--- config.mk ---
export PLATFORM = sky130hd
export DESIGN_NAME = stp_regs
export DESIGN_NICKNAME = d
export VERILOG_FILES = /design/src/common/stp_pkg.sv /design/src/core/stp_loop_timer.sv /design/src/core/stp_regs.sv
export VERILOG_INCLUDE_DIRS = /design/src /design/src/common
export SDC_FILE = /design/constraint.sdc
export NUM_CORES = 1
export LEC_CHECK = 0
export BUFFER_PORTS_ARGS = -buffer_cell sky130_fd_sc_hd__buf_2
export CORE_MARGIN = 1.5
export CORE_UTILIZATION = 55
export CTS_BUF_LIST = sky130_fd_sc_hd__clkbuf_8
export DETAILED_ROUTE_END_ITERATION = 6
export GPL_ROUTABILITY_DRIVEN = 0
export PLACE_DENSITY = 0.81
export SETUP_SLACK_MARGIN = 0.5
export SLEW_MARGIN = 30
export SYNTH_ARGS = -nofsm -noshare
export SYNTH_HDL_FRONTEND = slang
export SYNTH_SLANG_ARGS = --single-unit
--- constraint.sdc ---
create_clock -name pclk -period 10.39 [get_ports pclk]
set_clock_uncertainty 0.2 [all_clocks]
set_input_delay 1.039 -clock pclk [delete_from_list [all_inputs] [get_ports pclk]]
set_output_delay 1.039 -clock pclk [all_outputs]
set_load 0.05 [all_outputs]
--- src/common/stp_consts.svh ---
// Offsets, field resets, mode codes and loop timing constants of the SOP tracking register bank
`ifndef STP_CONSTS_SVH
`define STP_CONSTS_SVH

// Register indices; byte address is four times the index
`define STP_IDX_ITER      10'h14F
`define STP_IDX_MODE      10'h154
`define STP_IDX_GAIN      10'h155
`define STP_IDX_DIR       10'h156
`define STP_IDX_EXP       10'h157
`define STP_IDX_DELAY     10'h158
`define STP_IDX_DITHER    10'h159
`define STP_IDX_PULLBACK  10'h15A
`define STP_IDX_TRACK     10'h15B

// Reset values
`define STP_RST_MODE      4'h0
`define STP_RST_GAIN      16'h0064
`define STP_RST_DIR       1'h0
`define STP_RST_EXP       4'h0
`define STP_RST_DELAY     13'h0000
`define STP_RST_DITHER    3'h2
`define STP_RST_PULLBACK  4'h1
`define STP_RST_TRACK     7'h00
`define STP_RST_ITER      8'h00

// Loop mode codes
`define STP_MODE_OFF      4'h0
`define STP_MODE_HOLD     4'h1
`define STP_MODE_TRACK    4'h3
`define STP_MODE_PDL_EXT  4'h5
`define STP_MODE_PDL_DEP  4'h8

// Dither scale per code step, in percent
`define STP_DITHER_STEP_PCT 8'h19

// Timing: figures in ns, counts in pclk cycles
`define STP_CLK_PERIOD_NS   4
`define STP_AVG_BASE_NS     80
`define STP_OVERHEAD_NS     100
`define STP_DELAY_UNIT_NS   20
`define STP_AVG_UNIT_CYC    (`STP_AVG_BASE_NS / `STP_CLK_PERIOD_NS)
`define STP_OVERHEAD_CYC    (`STP_OVERHEAD_NS / `STP_CLK_PERIOD_NS)
`define STP_DELAY_UNIT_CYC  (`STP_DELAY_UNIT_NS / `STP_CLK_PERIOD_NS)

`endif

--- src/common/stp_pkg.sv ---
// Types shared by the SOP tracking register bank and its loop timer
package stp_pkg;

   // Loop timer phases, one-hot
   typedef enum logic [3:0] {
      STP_PH_IDLE   = 4'b0001,
      STP_PH_DELAY  = 4'b0010,
      STP_PH_AVG    = 4'b0100,
      STP_PH_SETTLE = 4'b1000
   } stp_phase_t;

   // Decoded loop mode
   typedef struct packed {
      logic idle;
      logic hold;
      logic active;
      logic pdl_ext;
      logic pdl_depol;
   } stp_mode_t;

   // Tracking settings, bit 6 down to bit 0
   typedef struct packed {
      logic       photodiode_gain_control;
      logic       ref_sensitive;
      logic       dut_sensitive;
      logic       ref_path_enable;
      logic       gradient_power_indep;
      logic [1:0] detector_mode;
   } stp_track_t;

   // Timing settings handed to the loop timer
   typedef struct packed {
      logic [3:0]  exponent;
      logic [12:0] delay;
   } stp_timing_cfg_t;

   // Software-visible register contents
   typedef struct packed {
      logic [3:0]  mode;
      logic [15:0] gain;
      logic        maximize;
      logic [3:0]  exponent;
      logic [12:0] delay;
      logic [2:0]  dither;
      logic [3:0]  pullback;
      stp_track_t  track;
      logic [7:0]  iterations;
   } stp_regs_t;

endpackage

--- src/core/stp_loop_timer.sv ---
// Loop timer: error delay, averaging window and fixed overhead per update
`include "stp_consts.svh"
module stp_loop_timer
   import stp_pkg::*;
#(
   parameter int unsigned avg_unit_cycles   = `STP_AVG_UNIT_CYC,
   parameter int unsigned delay_unit_cycles = `STP_DELAY_UNIT_CYC
) (
   input  wire logic            pclk,
   input  wire logic            presetn,
   input  wire logic            run,
   input  wire stp_timing_cfg_t cfg,
   output logic                 delay_busy,
   output logic                 sample_window,
   output logic                 update_tick
);

   stp_phase_t  phase;
   stp_phase_t  next_phase;
   logic [31:0] cnt;
   logic [31:0] next_cnt;
   logic [31:0] avg_len;
   logic [31:0] dly_len;
   logic        next_tick;

   // Lengths of the delay and averaging phases in cycles
   assign avg_len = 32'(avg_unit_cycles << cfg.exponent);
   assign dly_len = 32'(cfg.delay) * 32'(delay_unit_cycles);

   // Phase sequencing, restarted each update while the loop runs
   always_comb begin
      next_phase = phase;
      next_cnt   = cnt;
      next_tick  = 1'b0;
      if (!run) begin
         next_phase = STP_PH_IDLE;
         next_cnt   = 32'h0000_0000;
      end else begin
         unique case (phase)
            STP_PH_IDLE, STP_PH_SETTLE: begin
               if (phase == STP_PH_SETTLE && cnt != 32'h0000_0000) begin
                  next_cnt = cnt - 32'h0000_0001;
               end else begin
                  next_tick = (phase == STP_PH_SETTLE);
                  if (dly_len == 32'h0000_0000) begin
                     next_phase = STP_PH_AVG;
                     next_cnt   = avg_len - 32'h0000_0001;
                  end else begin
                     next_phase = STP_PH_DELAY;
                     next_cnt   = dly_len - 32'h0000_0001;
                  end
               end
            end
            STP_PH_DELAY: begin
               if (cnt == 32'h0000_0000) begin
                  next_phase = STP_PH_AVG;
                  next_cnt   = avg_len - 32'h0000_0001;
               end else begin
                  next_cnt = cnt - 32'h0000_0001;
               end
            end
            STP_PH_AVG: begin
               if (cnt == 32'h0000_0000) begin
                  next_phase = STP_PH_SETTLE;
                  next_cnt   = 32'(`STP_OVERHEAD_CYC) - 32'h0000_0001;
               end else begin
                  next_cnt = cnt - 32'h0000_0001;
               end
            end
         endcase
      end
   end

   // Phase registers and registered outputs
   always_ff @(posedge pclk or negedge presetn) begin
      if (!presetn) begin
         phase         <= STP_PH_IDLE;
         cnt           <= 32'h0000_0000;
         delay_busy    <= 1'b0;
         sample_window <= 1'b0;
         update_tick   <= 1'b0;
      end else begin
         phase         <= next_phase;
         cnt           <= next_cnt;
         delay_busy    <= (next_phase == STP_PH_DELAY);
         sample_window <= (next_phase == STP_PH_AVG);
         update_tick   <= next_tick;
      end
   end

endmodule // stp_loop_timer

--- src/core/stp_regs.sv ---
// SOP tracking and PDL loop control register bank with APB slave
`include "stp_consts.svh"

// Contract
// - Decode the five loop mode codes
// - Sixteen-bit loop gain, reset to 100
// - Direction bit: minimize cleared, maximize set
// - Averaging time is 80 ns times two-to-exponent
// - Update period adds fixed 100 ns overhead
// - Exponent zero fastest, fifteen slowest
// - Thirteen-bit error delay in 20 ns units
// - Dither scales 25 percent steps, default 50
// - Four-bit pull-back strength, reset to one
// - Bit 6 photodiode gain, bit 5 sensitivity
// - Eight-bit extinction iteration count
module stp_regs
   import stp_pkg::*;
#(
   parameter int unsigned avg_unit_cycles   = `STP_AVG_UNIT_CYC,
   parameter int unsigned delay_unit_cycles = `STP_DELAY_UNIT_CYC
) (
   input  wire logic        pclk,
   input  wire logic        presetn,
   input  wire logic        psel,
   input  wire logic        penable,
   input  wire logic        pwrite,
   input  wire logic [11:0] paddr,
   input  wire logic [31:0] pwdata,
   output logic             pready,
   output logic [31:0]      prdata,
   output logic             pslverr,
   output stp_mode_t        mode_ctl,
   output logic [15:0]      loop_gain,
   output logic             drive_maximize,
   output logic [3:0]       averaging_exponent,
   output logic [12:0]      error_delay,
   output logic [7:0]       dither_percent,
   output logic [3:0]       pullback_strength,
   output stp_track_t       track_cfg,
   output logic [7:0]       pdl_iterations,
   output logic             delay_busy,
   output logic             sample_window,
   output logic             update_tick
);

   localparam stp_regs_t REGS_RESET = '{
      mode:       `STP_RST_MODE,
      gain:       `STP_RST_GAIN,
      maximize:   `STP_RST_DIR,
      exponent:   `STP_RST_EXP,
      delay:      `STP_RST_DELAY,
      dither:     `STP_RST_DITHER,
      pullback:   `STP_RST_PULLBACK,
      track:      `STP_RST_TRACK,
      iterations: `STP_RST_ITER
   };

   stp_regs_t       regs;
   stp_regs_t       next_regs;
   logic            next_pready;
   logic [31:0]     next_prdata;
   logic            next_pslverr;
   stp_mode_t       next_ctl;
   logic [7:0]      next_dither_pct;
   logic [9:0]      idx;
   logic            addr_hit;
   logic [31:0]     rd_word;
   logic            access;
   logic            wr_done;
   logic            run;
   stp_timing_cfg_t timing_cfg;

   // APB decode: one wait state, then the completing edge
   assign idx     = paddr[11:2];
   assign access  = psel & penable & ~pready;
   assign wr_done = psel & penable & pready & pwrite & addr_hit;

   // Address decode and read data; narrow fields sit in the low bits
   always_comb begin
      addr_hit = (paddr[1:0] == 2'h0);
      rd_word  = 32'h0000_0000;
      case (idx)
         `STP_IDX_MODE:     rd_word = {28'h0, regs.mode};
         `STP_IDX_GAIN:     rd_word = {16'h0, regs.gain};
         `STP_IDX_DIR:      rd_word = {31'h0, regs.maximize};
         `STP_IDX_EXP:      rd_word = {28'h0, regs.exponent};
         `STP_IDX_DELAY:    rd_word = {19'h0, regs.delay};
         `STP_IDX_DITHER:   rd_word = {29'h0, regs.dither};
         `STP_IDX_PULLBACK: rd_word = {28'h0, regs.pullback};
         `STP_IDX_TRACK:    rd_word = {25'h0, regs.track};
         `STP_IDX_ITER:     rd_word = {24'h0, regs.iterations};
         default:           addr_hit = 1'b0;
      endcase
      if (!addr_hit) begin
         rd_word = 32'h0000_0000;
      end
   end

   // Bus response: ready pulses for one cycle after one wait state
   always_comb begin
      next_pready  = access;
      next_prdata  = prdata;
      next_pslverr = pslverr;
      if (access) begin
         next_prdata  = rd_word;
         next_pslverr = ~addr_hit;
      end
   end

   always_ff @(posedge pclk or negedge presetn) begin
      if (!presetn) begin
         pready  <= 1'b0;
         prdata  <= 32'h0000_0000;
         pslverr <= 1'b0;
      end else begin
         pready  <= next_pready;
         prdata  <= next_prdata;
         pslverr <= next_pslverr;
      end
   end

   // Register writes take effect on the completing edge only
   always_comb begin
      next_regs = regs;
      if (wr_done) begin
         case (idx)
            `STP_IDX_MODE:     next_regs.mode       = pwdata[3:0];
            `STP_IDX_GAIN:     next_regs.gain       = pwdata[15:0];
            `STP_IDX_DIR:      next_regs.maximize   = pwdata[0];
            `STP_IDX_EXP:      next_regs.exponent   = pwdata[3:0];
            `STP_IDX_DELAY:    next_regs.delay      = pwdata[12:0];
            `STP_IDX_DITHER:   next_regs.dither     = pwdata[2:0];
            `STP_IDX_PULLBACK: next_regs.pullback   = pwdata[3:0];
            `STP_IDX_TRACK:    next_regs.track      = pwdata[6:0];
            `STP_IDX_ITER:     next_regs.iterations = pwdata[7:0];
            default:           next_regs            = regs;
         endcase
      end
   end

   always_ff @(posedge pclk or negedge presetn) begin
      if (!presetn) begin
         regs <= REGS_RESET;
      end else begin
         regs <= next_regs;
      end
   end

   // Mode decode; unknown codes fall back to the disabled state
   always_comb begin
      next_ctl      = '0;
      next_ctl.idle = 1'b1;
      case (regs.mode)
         `STP_MODE_OFF:     next_ctl.idle = 1'b1;
         `STP_MODE_HOLD: begin
            next_ctl.idle = 1'b0;
            next_ctl.hold = 1'b1;
         end
         `STP_MODE_TRACK: begin
            next_ctl.idle   = 1'b0;
            next_ctl.active = 1'b1;
         end
         `STP_MODE_PDL_EXT: begin
            next_ctl.idle    = 1'b0;
            next_ctl.pdl_ext = 1'b1;
         end
         `STP_MODE_PDL_DEP: begin
            next_ctl.idle      = 1'b0;
            next_ctl.pdl_depol = 1'b1;
         end
         default:           next_ctl.idle = 1'b1;
      endcase
      next_dither_pct = 8'(regs.dither * `STP_DITHER_STEP_PCT);
   end

   always_ff @(posedge pclk or negedge presetn) begin
      if (!presetn) begin
         mode_ctl       <= '{idle: 1'b1, default: 1'b0};
         dither_percent <= 8'h00;
      end else begin
         mode_ctl       <= next_ctl;
         dither_percent <= next_dither_pct;
      end
   end

   // Register-backed outputs
   assign loop_gain          = regs.gain;
   assign drive_maximize     = regs.maximize;
   assign averaging_exponent = regs.exponent;
   assign error_delay        = regs.delay;
   assign pullback_strength  = regs.pullback;
   assign track_cfg          = regs.track;
   assign pdl_iterations     = regs.iterations;

   // Loop timing runs in closed-loop tracking and extinction PDL
   assign run        = mode_ctl.active | mode_ctl.pdl_ext;
   assign timing_cfg = '{exponent: regs.exponent, delay: regs.delay};

   stp_loop_timer #(
      .avg_unit_cycles   (avg_unit_cycles),
      .delay_unit_cycles (delay_unit_cycles)
   ) u_timer (
      .pclk          (pclk),
      .presetn       (presetn),
      .run           (run),
      .cfg           (timing_cfg),
      .delay_busy    (delay_busy),
      .sample_window (sample_window),
      .update_tick   (update_tick)
   );

   // Checking helpers: lengths of the delay and averaging phases
   logic [31:0] win_len;
   logic [31:0] next_win_len;
   logic [31:0] busy_len;
   logic [31:0] next_busy_len;
   logic [31:0] avg_len_ref;
   logic [31:0] dly_len_ref;
   logic        mode_legal;

   always_comb begin
      next_win_len  = sample_window ? win_len + 32'h0000_0001 : 32'h0000_0000;
      next_busy_len = delay_busy ? busy_len + 32'h0000_0001 : 32'h0000_0000;
   end

   always_ff @(posedge pclk or negedge presetn) begin
      if (!presetn) begin
         win_len  <= 32'h0000_0000;
         busy_len <= 32'h0000_0000;
      end else begin
         win_len  <= next_win_len;
         busy_len <= next_busy_len;
      end
   end

   assign avg_len_ref = 32'(avg_unit_cycles << regs.exponent);
   assign dly_len_ref = 32'(regs.delay) * 32'(delay_unit_cycles);
   assign mode_legal  = (regs.mode == `STP_MODE_OFF) || (regs.mode == `STP_MODE_HOLD) ||
                        (regs.mode == `STP_MODE_TRACK) || (regs.mode == `STP_MODE_PDL_EXT) ||
                        (regs.mode == `STP_MODE_PDL_DEP);
endmodule // stp_regs

* Yosys cells after proc, flatten, opt, wreduce, memory -nomap -nowiden
Index checks and enable logic that the tools add are counted.
** Word-level totals
- Register bits :: 146
- Latch bits :: 0
- Bits in writable memories :: 0
- Memory bits (read-only) :: 0
- Input bits :: 49
- Output and inout port bits :: 103
- Word-level logic and storage cells :: 101
- Memories :: 0
** Cells by class
- $add $sub $neg :: 3
- Multiply operators :: 2
- Div/mod/pow operators :: 0
- Magnitude comparators :: 0
- Equality and inequality tests :: 19
- Shift operators :: 1
- Muxes and demuxes :: 23
- Bitwise operators :: 8
- Reductions and logical operators :: 17
** Operators with widths (number)
- $mux W32 :: 6
- $pmux W16 S9 :: 1
- $pmux W32 S3 :: 1
- $eq A10 B9 Y1 const B :: 9
- $logic_not A32 Y1 :: 2
- $sub A32 B1 Y32 const B :: 2
- $reduce_bool A32 Y1 :: 1
- $shl A5 B4 Y32 const A :: 1
- $reduce_and A2 Y1 :: 9
- $sub A16 B1 Y17 const B :: 1
- $mul A13 B3 Y16 const B :: 1
- $mux W4 :: 4
- $eq A4 B2 Y1 const B :: 3
- $eq A4 B3 Y1 const B :: 3
- $pmux W4 S3 :: 1
- $mux W1 :: 9
- $reduce_or A9 Y1 :: 1
- $eq A4 B1 Y1 const B :: 2
- $eq A4 B4 Y1 const B :: 2
- $mul A3 B5 Y8 const B :: 1
- $and A1 B1 Y1 :: 5
- $reduce_or A4 Y1 :: 1
- $mux W3 :: 1
- $logic_not A2 Y1 :: 1
- 4 further kinds :: 5

* Depth between registers and ports, before layout
- Depth after elaboration :: 7
- Mapped depth :: 13
- Depth with buffers taken out :: 12

* Modules after synthesis
From an unflattened synthesis, not the netlist that was laid out.
** Unflattened totals
- Cell total of the unflattened synthesis :: 822
- Area, all modules :: 8287.9 um^2
** Modules (own cells, without submodules)
- stp_regs :: times used 1, cells each 359, area each 4443.0 um^2, sequential area each 2259.7 um^2
- stp_loop_timer :: times used 1, cells each 463, area each 3844.9 um^2, sequential area each 977.2 um^2

* Worst setup path after synthesis
No wires, ideal clock.
- Path type :: input port to flip-flop
- Start point :: in paddr[8]
- End point :: reg regs (netlist bit pullback_strength[1])
- Data arrival time :: 3574 ps
- Path slack :: 6491 ps
- Stages :: 8
- Buffers on the path :: 1
- Cell sequence :: nor2b_2 nand4_1 or4b_4 a311o_1 or3_1 buf_4 or4b_4 mux2_4
** Between the ends
- Cells in the longest elaborated chain, start to end :: 5
- Elaborated cells on any way between the ends :: 13
- Classes of those cells :: 9 x eq/ne; 1 x mux; 1 x bitwise; 2 x reduce/logical
** RTL lines
- from (decl) :: RTL line stp_regs.sv:27 : input wire logic [11:0] paddr,
- $eq A10 B9 Y1, on equally long branches :: RTL line stp_regs.sv:82, stp_regs.sv:126
- $reduce_or A9 Y1 (no line)
- $mux W1 :: RTL line stp_regs.sv:82 : case (idx)
- $and A1 B1 Y1 :: RTL line stp_regs.sv:76 : assign wr_done = psel & penable & pready & pwrite & addr_hit;
- $reduce_and A2 Y1 (no line) (*)
- to (signal assigned) :: RTL line stp_regs.sv:145 : regs <= next_regs;
- to (decl) :: RTL line stp_regs.sv:58 : stp_regs_t regs;
Mark *: on every way between the ends. The rest lies on a longest branch, timed or not.
A chain may end at the register's enable or synchronous reset.

* Worst setup path after layout
- Start point :: reg regs (netlist bit error_delay[1])
- End point :: reg u_timer.cnt[18]
** Between the ends
- Cells in the longest elaborated chain, start to end :: 6
- Elaborated cells on any way between the ends :: 7
- Classes of those cells :: 1 x add/sub; 1 x mul; 4 x mux; 1 x reduce/logical
** RTL lines
- $mul A13 B3 Y16 (*) :: RTL line stp_loop_timer.sv:28 : assign dly_len = 32'(cfg.delay) * 32'(delay_unit_cycles);
- $sub A16 B1 Y17 or $logic_not A32 Y1 (tied branches) :: RTL line stp_loop_timer.sv:50, stp_loop_timer.sv:45
- $mux W32 (*) :: RTL line stp_loop_timer.sv:45 : if (dly_len == 32'h0000_0000) begin
- $mux W32 (*) :: RTL line stp_loop_timer.sv:41 : if (phase == STP_PH_SETTLE && cnt != 32'h0000_0000) begin
- $pmux W32 S3 (*) :: RTL line stp_loop_timer.sv:39 : unique case (phase)
- $mux W32 (*) :: RTL line stp_loop_timer.sv:35 : if (!run) begin
- named net u_timer.next_cnt[18] :: RTL line stp_loop_timer.sv:21 : logic [31:0] next_cnt;
- to (signal assigned) :: RTL line stp_loop_timer.sv:84 : cnt <= next_cnt;
- to (decl) :: RTL line stp_loop_timer.sv:20 : logic [31:0] cnt;
Mark *: on every way through the listed nets, which the timed path passes. The rest lies on a longest branch.

==> results.yml <==
die:
  row_count: 43
  fp.dieH_um: 123.0
  core_area_um2: 13990
  die_w_um: 123.0
  start_util: 0.5664
  io_pins: 152
  dieArea_um2: 15130
yosys:
  synth_area_um2: 7923
  synthArstFlopShare: 1.000
  synth_fa_ha_area_frac: 0.04991
  yosys.area_share.simple: 0.1623
  synthFlopType: "dfrtp_1"
  syn_inst: 817
  synth_top_family_by_area: "simple AND/OR/NAND/NOR gates"
  avgSynthCellArea_um2: 9.697
  synth-compound-area-share: 0.1388
  synth-xor-area-share: 0.04864
  yosysWarnings: 0
  ys_seq_area_frac: 0.4086
  synth_edf_count: 0
  synth_cell_types: 75
  muxShareOfSynthArea: 0.09902
  ys_ff_latch: 129
layout:
  final_cell_mix: "dfrtp_1, buf_2, nand2_1, nor2_1, mux2_2"
  antenna_cells: 0
  layout-drive-gt1-share: 0.2741
  num-nets-final: 950
  nFillCells: 1175
  final_common_cell: "dfrtp_1"
  synthToLayoutAreaGrowth_pct: 8.623
min_path:
  hold_start: "regs[19]"
  whs_path_depth: 0
  min_path_type: "register to register"
  hold_end: "dither_percent[3]"
clocking:
  post_cts_buffers: 0
  cts_tree: "done"
  post_cts_resize_count: 0
  cts-htree-levels: 4
  clock_path_buffers: 2
  clkSlewWorstSetupHoldPaths_ps: 80
  clock-root-buffer: "clkbuf_8"
  numCtsBuffers: 17
  clock_sinks: 129
  insertion_delay_ps: 460
  ctsHoldBuffers: 0
critical_path:
  r2r_slack_ps: 5500
  cp_max_fo: 14
  cp-start-kind: "register"
  crit_arrival_ps: 5090
  crit_type: "register to register"
  required_ps: 10580
  reg2reg_depth: 12
  crit_path_end_kind: "register"
  worst_r2r_endpoint: "u_timer.cnt[18]"
  timing.rr.start: "error_delay[1]"
  startpoint: "error_delay[1]"
sta:
  fin_tns_setup_ps: 0
  worst_slack_ps: 5497
  min_period_over_period: 0.4710
  max_freq_mhz: 204.4
  worst_pin_slew_ps: 937.6
  setup_violations: 0
  min_period_ps: 4893
  drv_slew: 0
  rsz0062_at_grt: "false"
  hold_viol_final: 0
  max_slew_margin: 0.3729
outcome:
  status: "completed"
drt:
  route.antenna.remaining_nets: 0
  drt_iter0_drc: 428
  drtPass1Iterations: 5
  viasPerCell: 5.850
  routed_wl_mm: 18.57
  routedWlPerCell_um: 17.46
  vias: 6219
  drc_errors: 0
global_routing:
  grt_use_total: 0.2561
  grt_remaining_overflow: 0
  grt_pass1_vias: 5940
  antenna_found_initial: 0
  grt_pass1_wl_mm: 30.19
  grt_max_degree: 71
place:
  port_buffers: 119
  place_ws_ps: 5647
  hpwl_mm: 12.98
run:
  maxCapViolCount: 0
power_and_ir_drop:
  ir_worst_vdd_v: 0.0001052
  p_per_area_nw_per_um2: 116.8
  leakage_nw: 4.436
## through the flow
| stage | power [W] | instances | instance area [µm²] | hold slack (ps) | utilization |
|---|---|---|---|---|---|
| floorplan | 0.0005370 | 832 | 7979 | 179.8 | - |
| global placement | 0.0005522 | 1031 | 8175 | 222.7 | 0.5844 |
| detailed placement | 0.0005526 | 1031 | 8175 | 228.2 | 0.5844 |
| CTS | 0.001014 | 1063 | 8602 | 239.2 | 0.6149 |
| global route | 0.001037 | 1063 | 8606 | 248.3 | 0.6152 |
| finish | 0.001006 | 1063 | 8606 | 239.9 | 0.6152 |
## worst max-delay path: stages (launching register included)
cell     delay, ps
dfrtp_1        480
ha_1           320
ha_1           170
inv_1           60
fa_1           500
nor3b_1        320
nand3_1        150
a21oi_1        150
o21ai_0        210
nor4_1         670
nand4_1        760
o21ai_0        620
a31o_2         220
## area by class of cell
| type | instances | area (µm²) | share of cell area |
|---|---|---|---|
| clock buffer | 18 | 247.7 | 0.02879 |
| clock inverter | 14 | 178.9 | 0.02079 |
| inverter | 16 | 60.06 | 0.006979 |
| multi-input combinational | 582 | 4018 | 0.4669 |
| sequential | 129 | 3237 | 0.3761 |
| tap | 180 | 225.2 | 0.02617 |
| timing repair buffer | 124 | 639.4 | 0.07429 |
## routing by layer
| metal | vias to the layer above | global-route usage | part of all wire |
|---|---|---|---|
| met5 | - | 0 | 0 |
| met4 | 0 | 0.07184 | 0.014 |
| met3 | 34 | 0.07611 | 0.075 |
| met2 | 277 | 0.4094 | 0.48 |
| met1 | 2953 | 0.3398 | 0.43 |
| li1 | 2955 | - | - |
## state kept, by name, summed over array words and instances (netlist names), 4 cells and up
name                flops
error_delay            13
regs                    7
mode_ctl                5
pullback_strength       4
pdl_iterations          8
dither_percent          7
loop_gain              16
prdata                 16
track_cfg               7
averaging_exponent      4
u_timer.cnt            32
u_timer.phase           4
## synth_stat cells, types with 11 or more instances
| cell type | instances | area (µm²) |
|---|---|---|
| a21oi_1 | 44 | 220.2 |
| buf_4 | 73 | 548.0 |
| clkbuf_1 | 25 | 93.84 |
| dfrtp_1 | 122 | 3053 |
| ha_1 | 30 | 375.4 |
| inv_1 | 16 | 60.06 |
| mux2_2 | 57 | 641.9 |
| nand2_1 | 69 | 259.0 |
| nand2b_1 | 11 | 68.82 |
| nand3_1 | 15 | 75.07 |
| nor2_1 | 61 | 229.0 |
| nor3_1 | 30 | 150.1 |
| nor4_1 | 16 | 100.1 |
| o21ai_0 | 39 | 195.2 |
| xnor2_1 | 26 | 227.7 |
| xor2_1 | 18 | 157.7 |
## worst max path at each step
stage,slack [ps],cells after the start,to
CTS,5600,12,u_timer.cnt[18]
global route,5170,12,u_timer.cnt[4]
floorplan,6490,8,pullback_strength[1]
detailed placement,5650,12,u_timer.cnt[18]
finish,5500,12,u_timer.cnt[18]
global placement,5670,7,loop_gain[11]
## power by group
group	switching (W)	internal, W	total, W	leakage (nW)
Clock	0.000216	0.000247	0.000463	0.206
Sequential	0.000000153	0.000502	0.000502	1.74
Combinational	0.0000336	0.00000707	0.0000406	2.50
## logic make-up (layout without fill, tap and decap cells)
group,count (synthesis),after routing
and+or+nand+nor,256,256
adders and majority gates,31,31
AOI/OAI and AO/OA,167,167
xor gates and xnor gates,44,44
buffers and inverters,121,172
muxes,68,68
other,1,16
DFF,129,129
(Power assumes the default switching activity.)
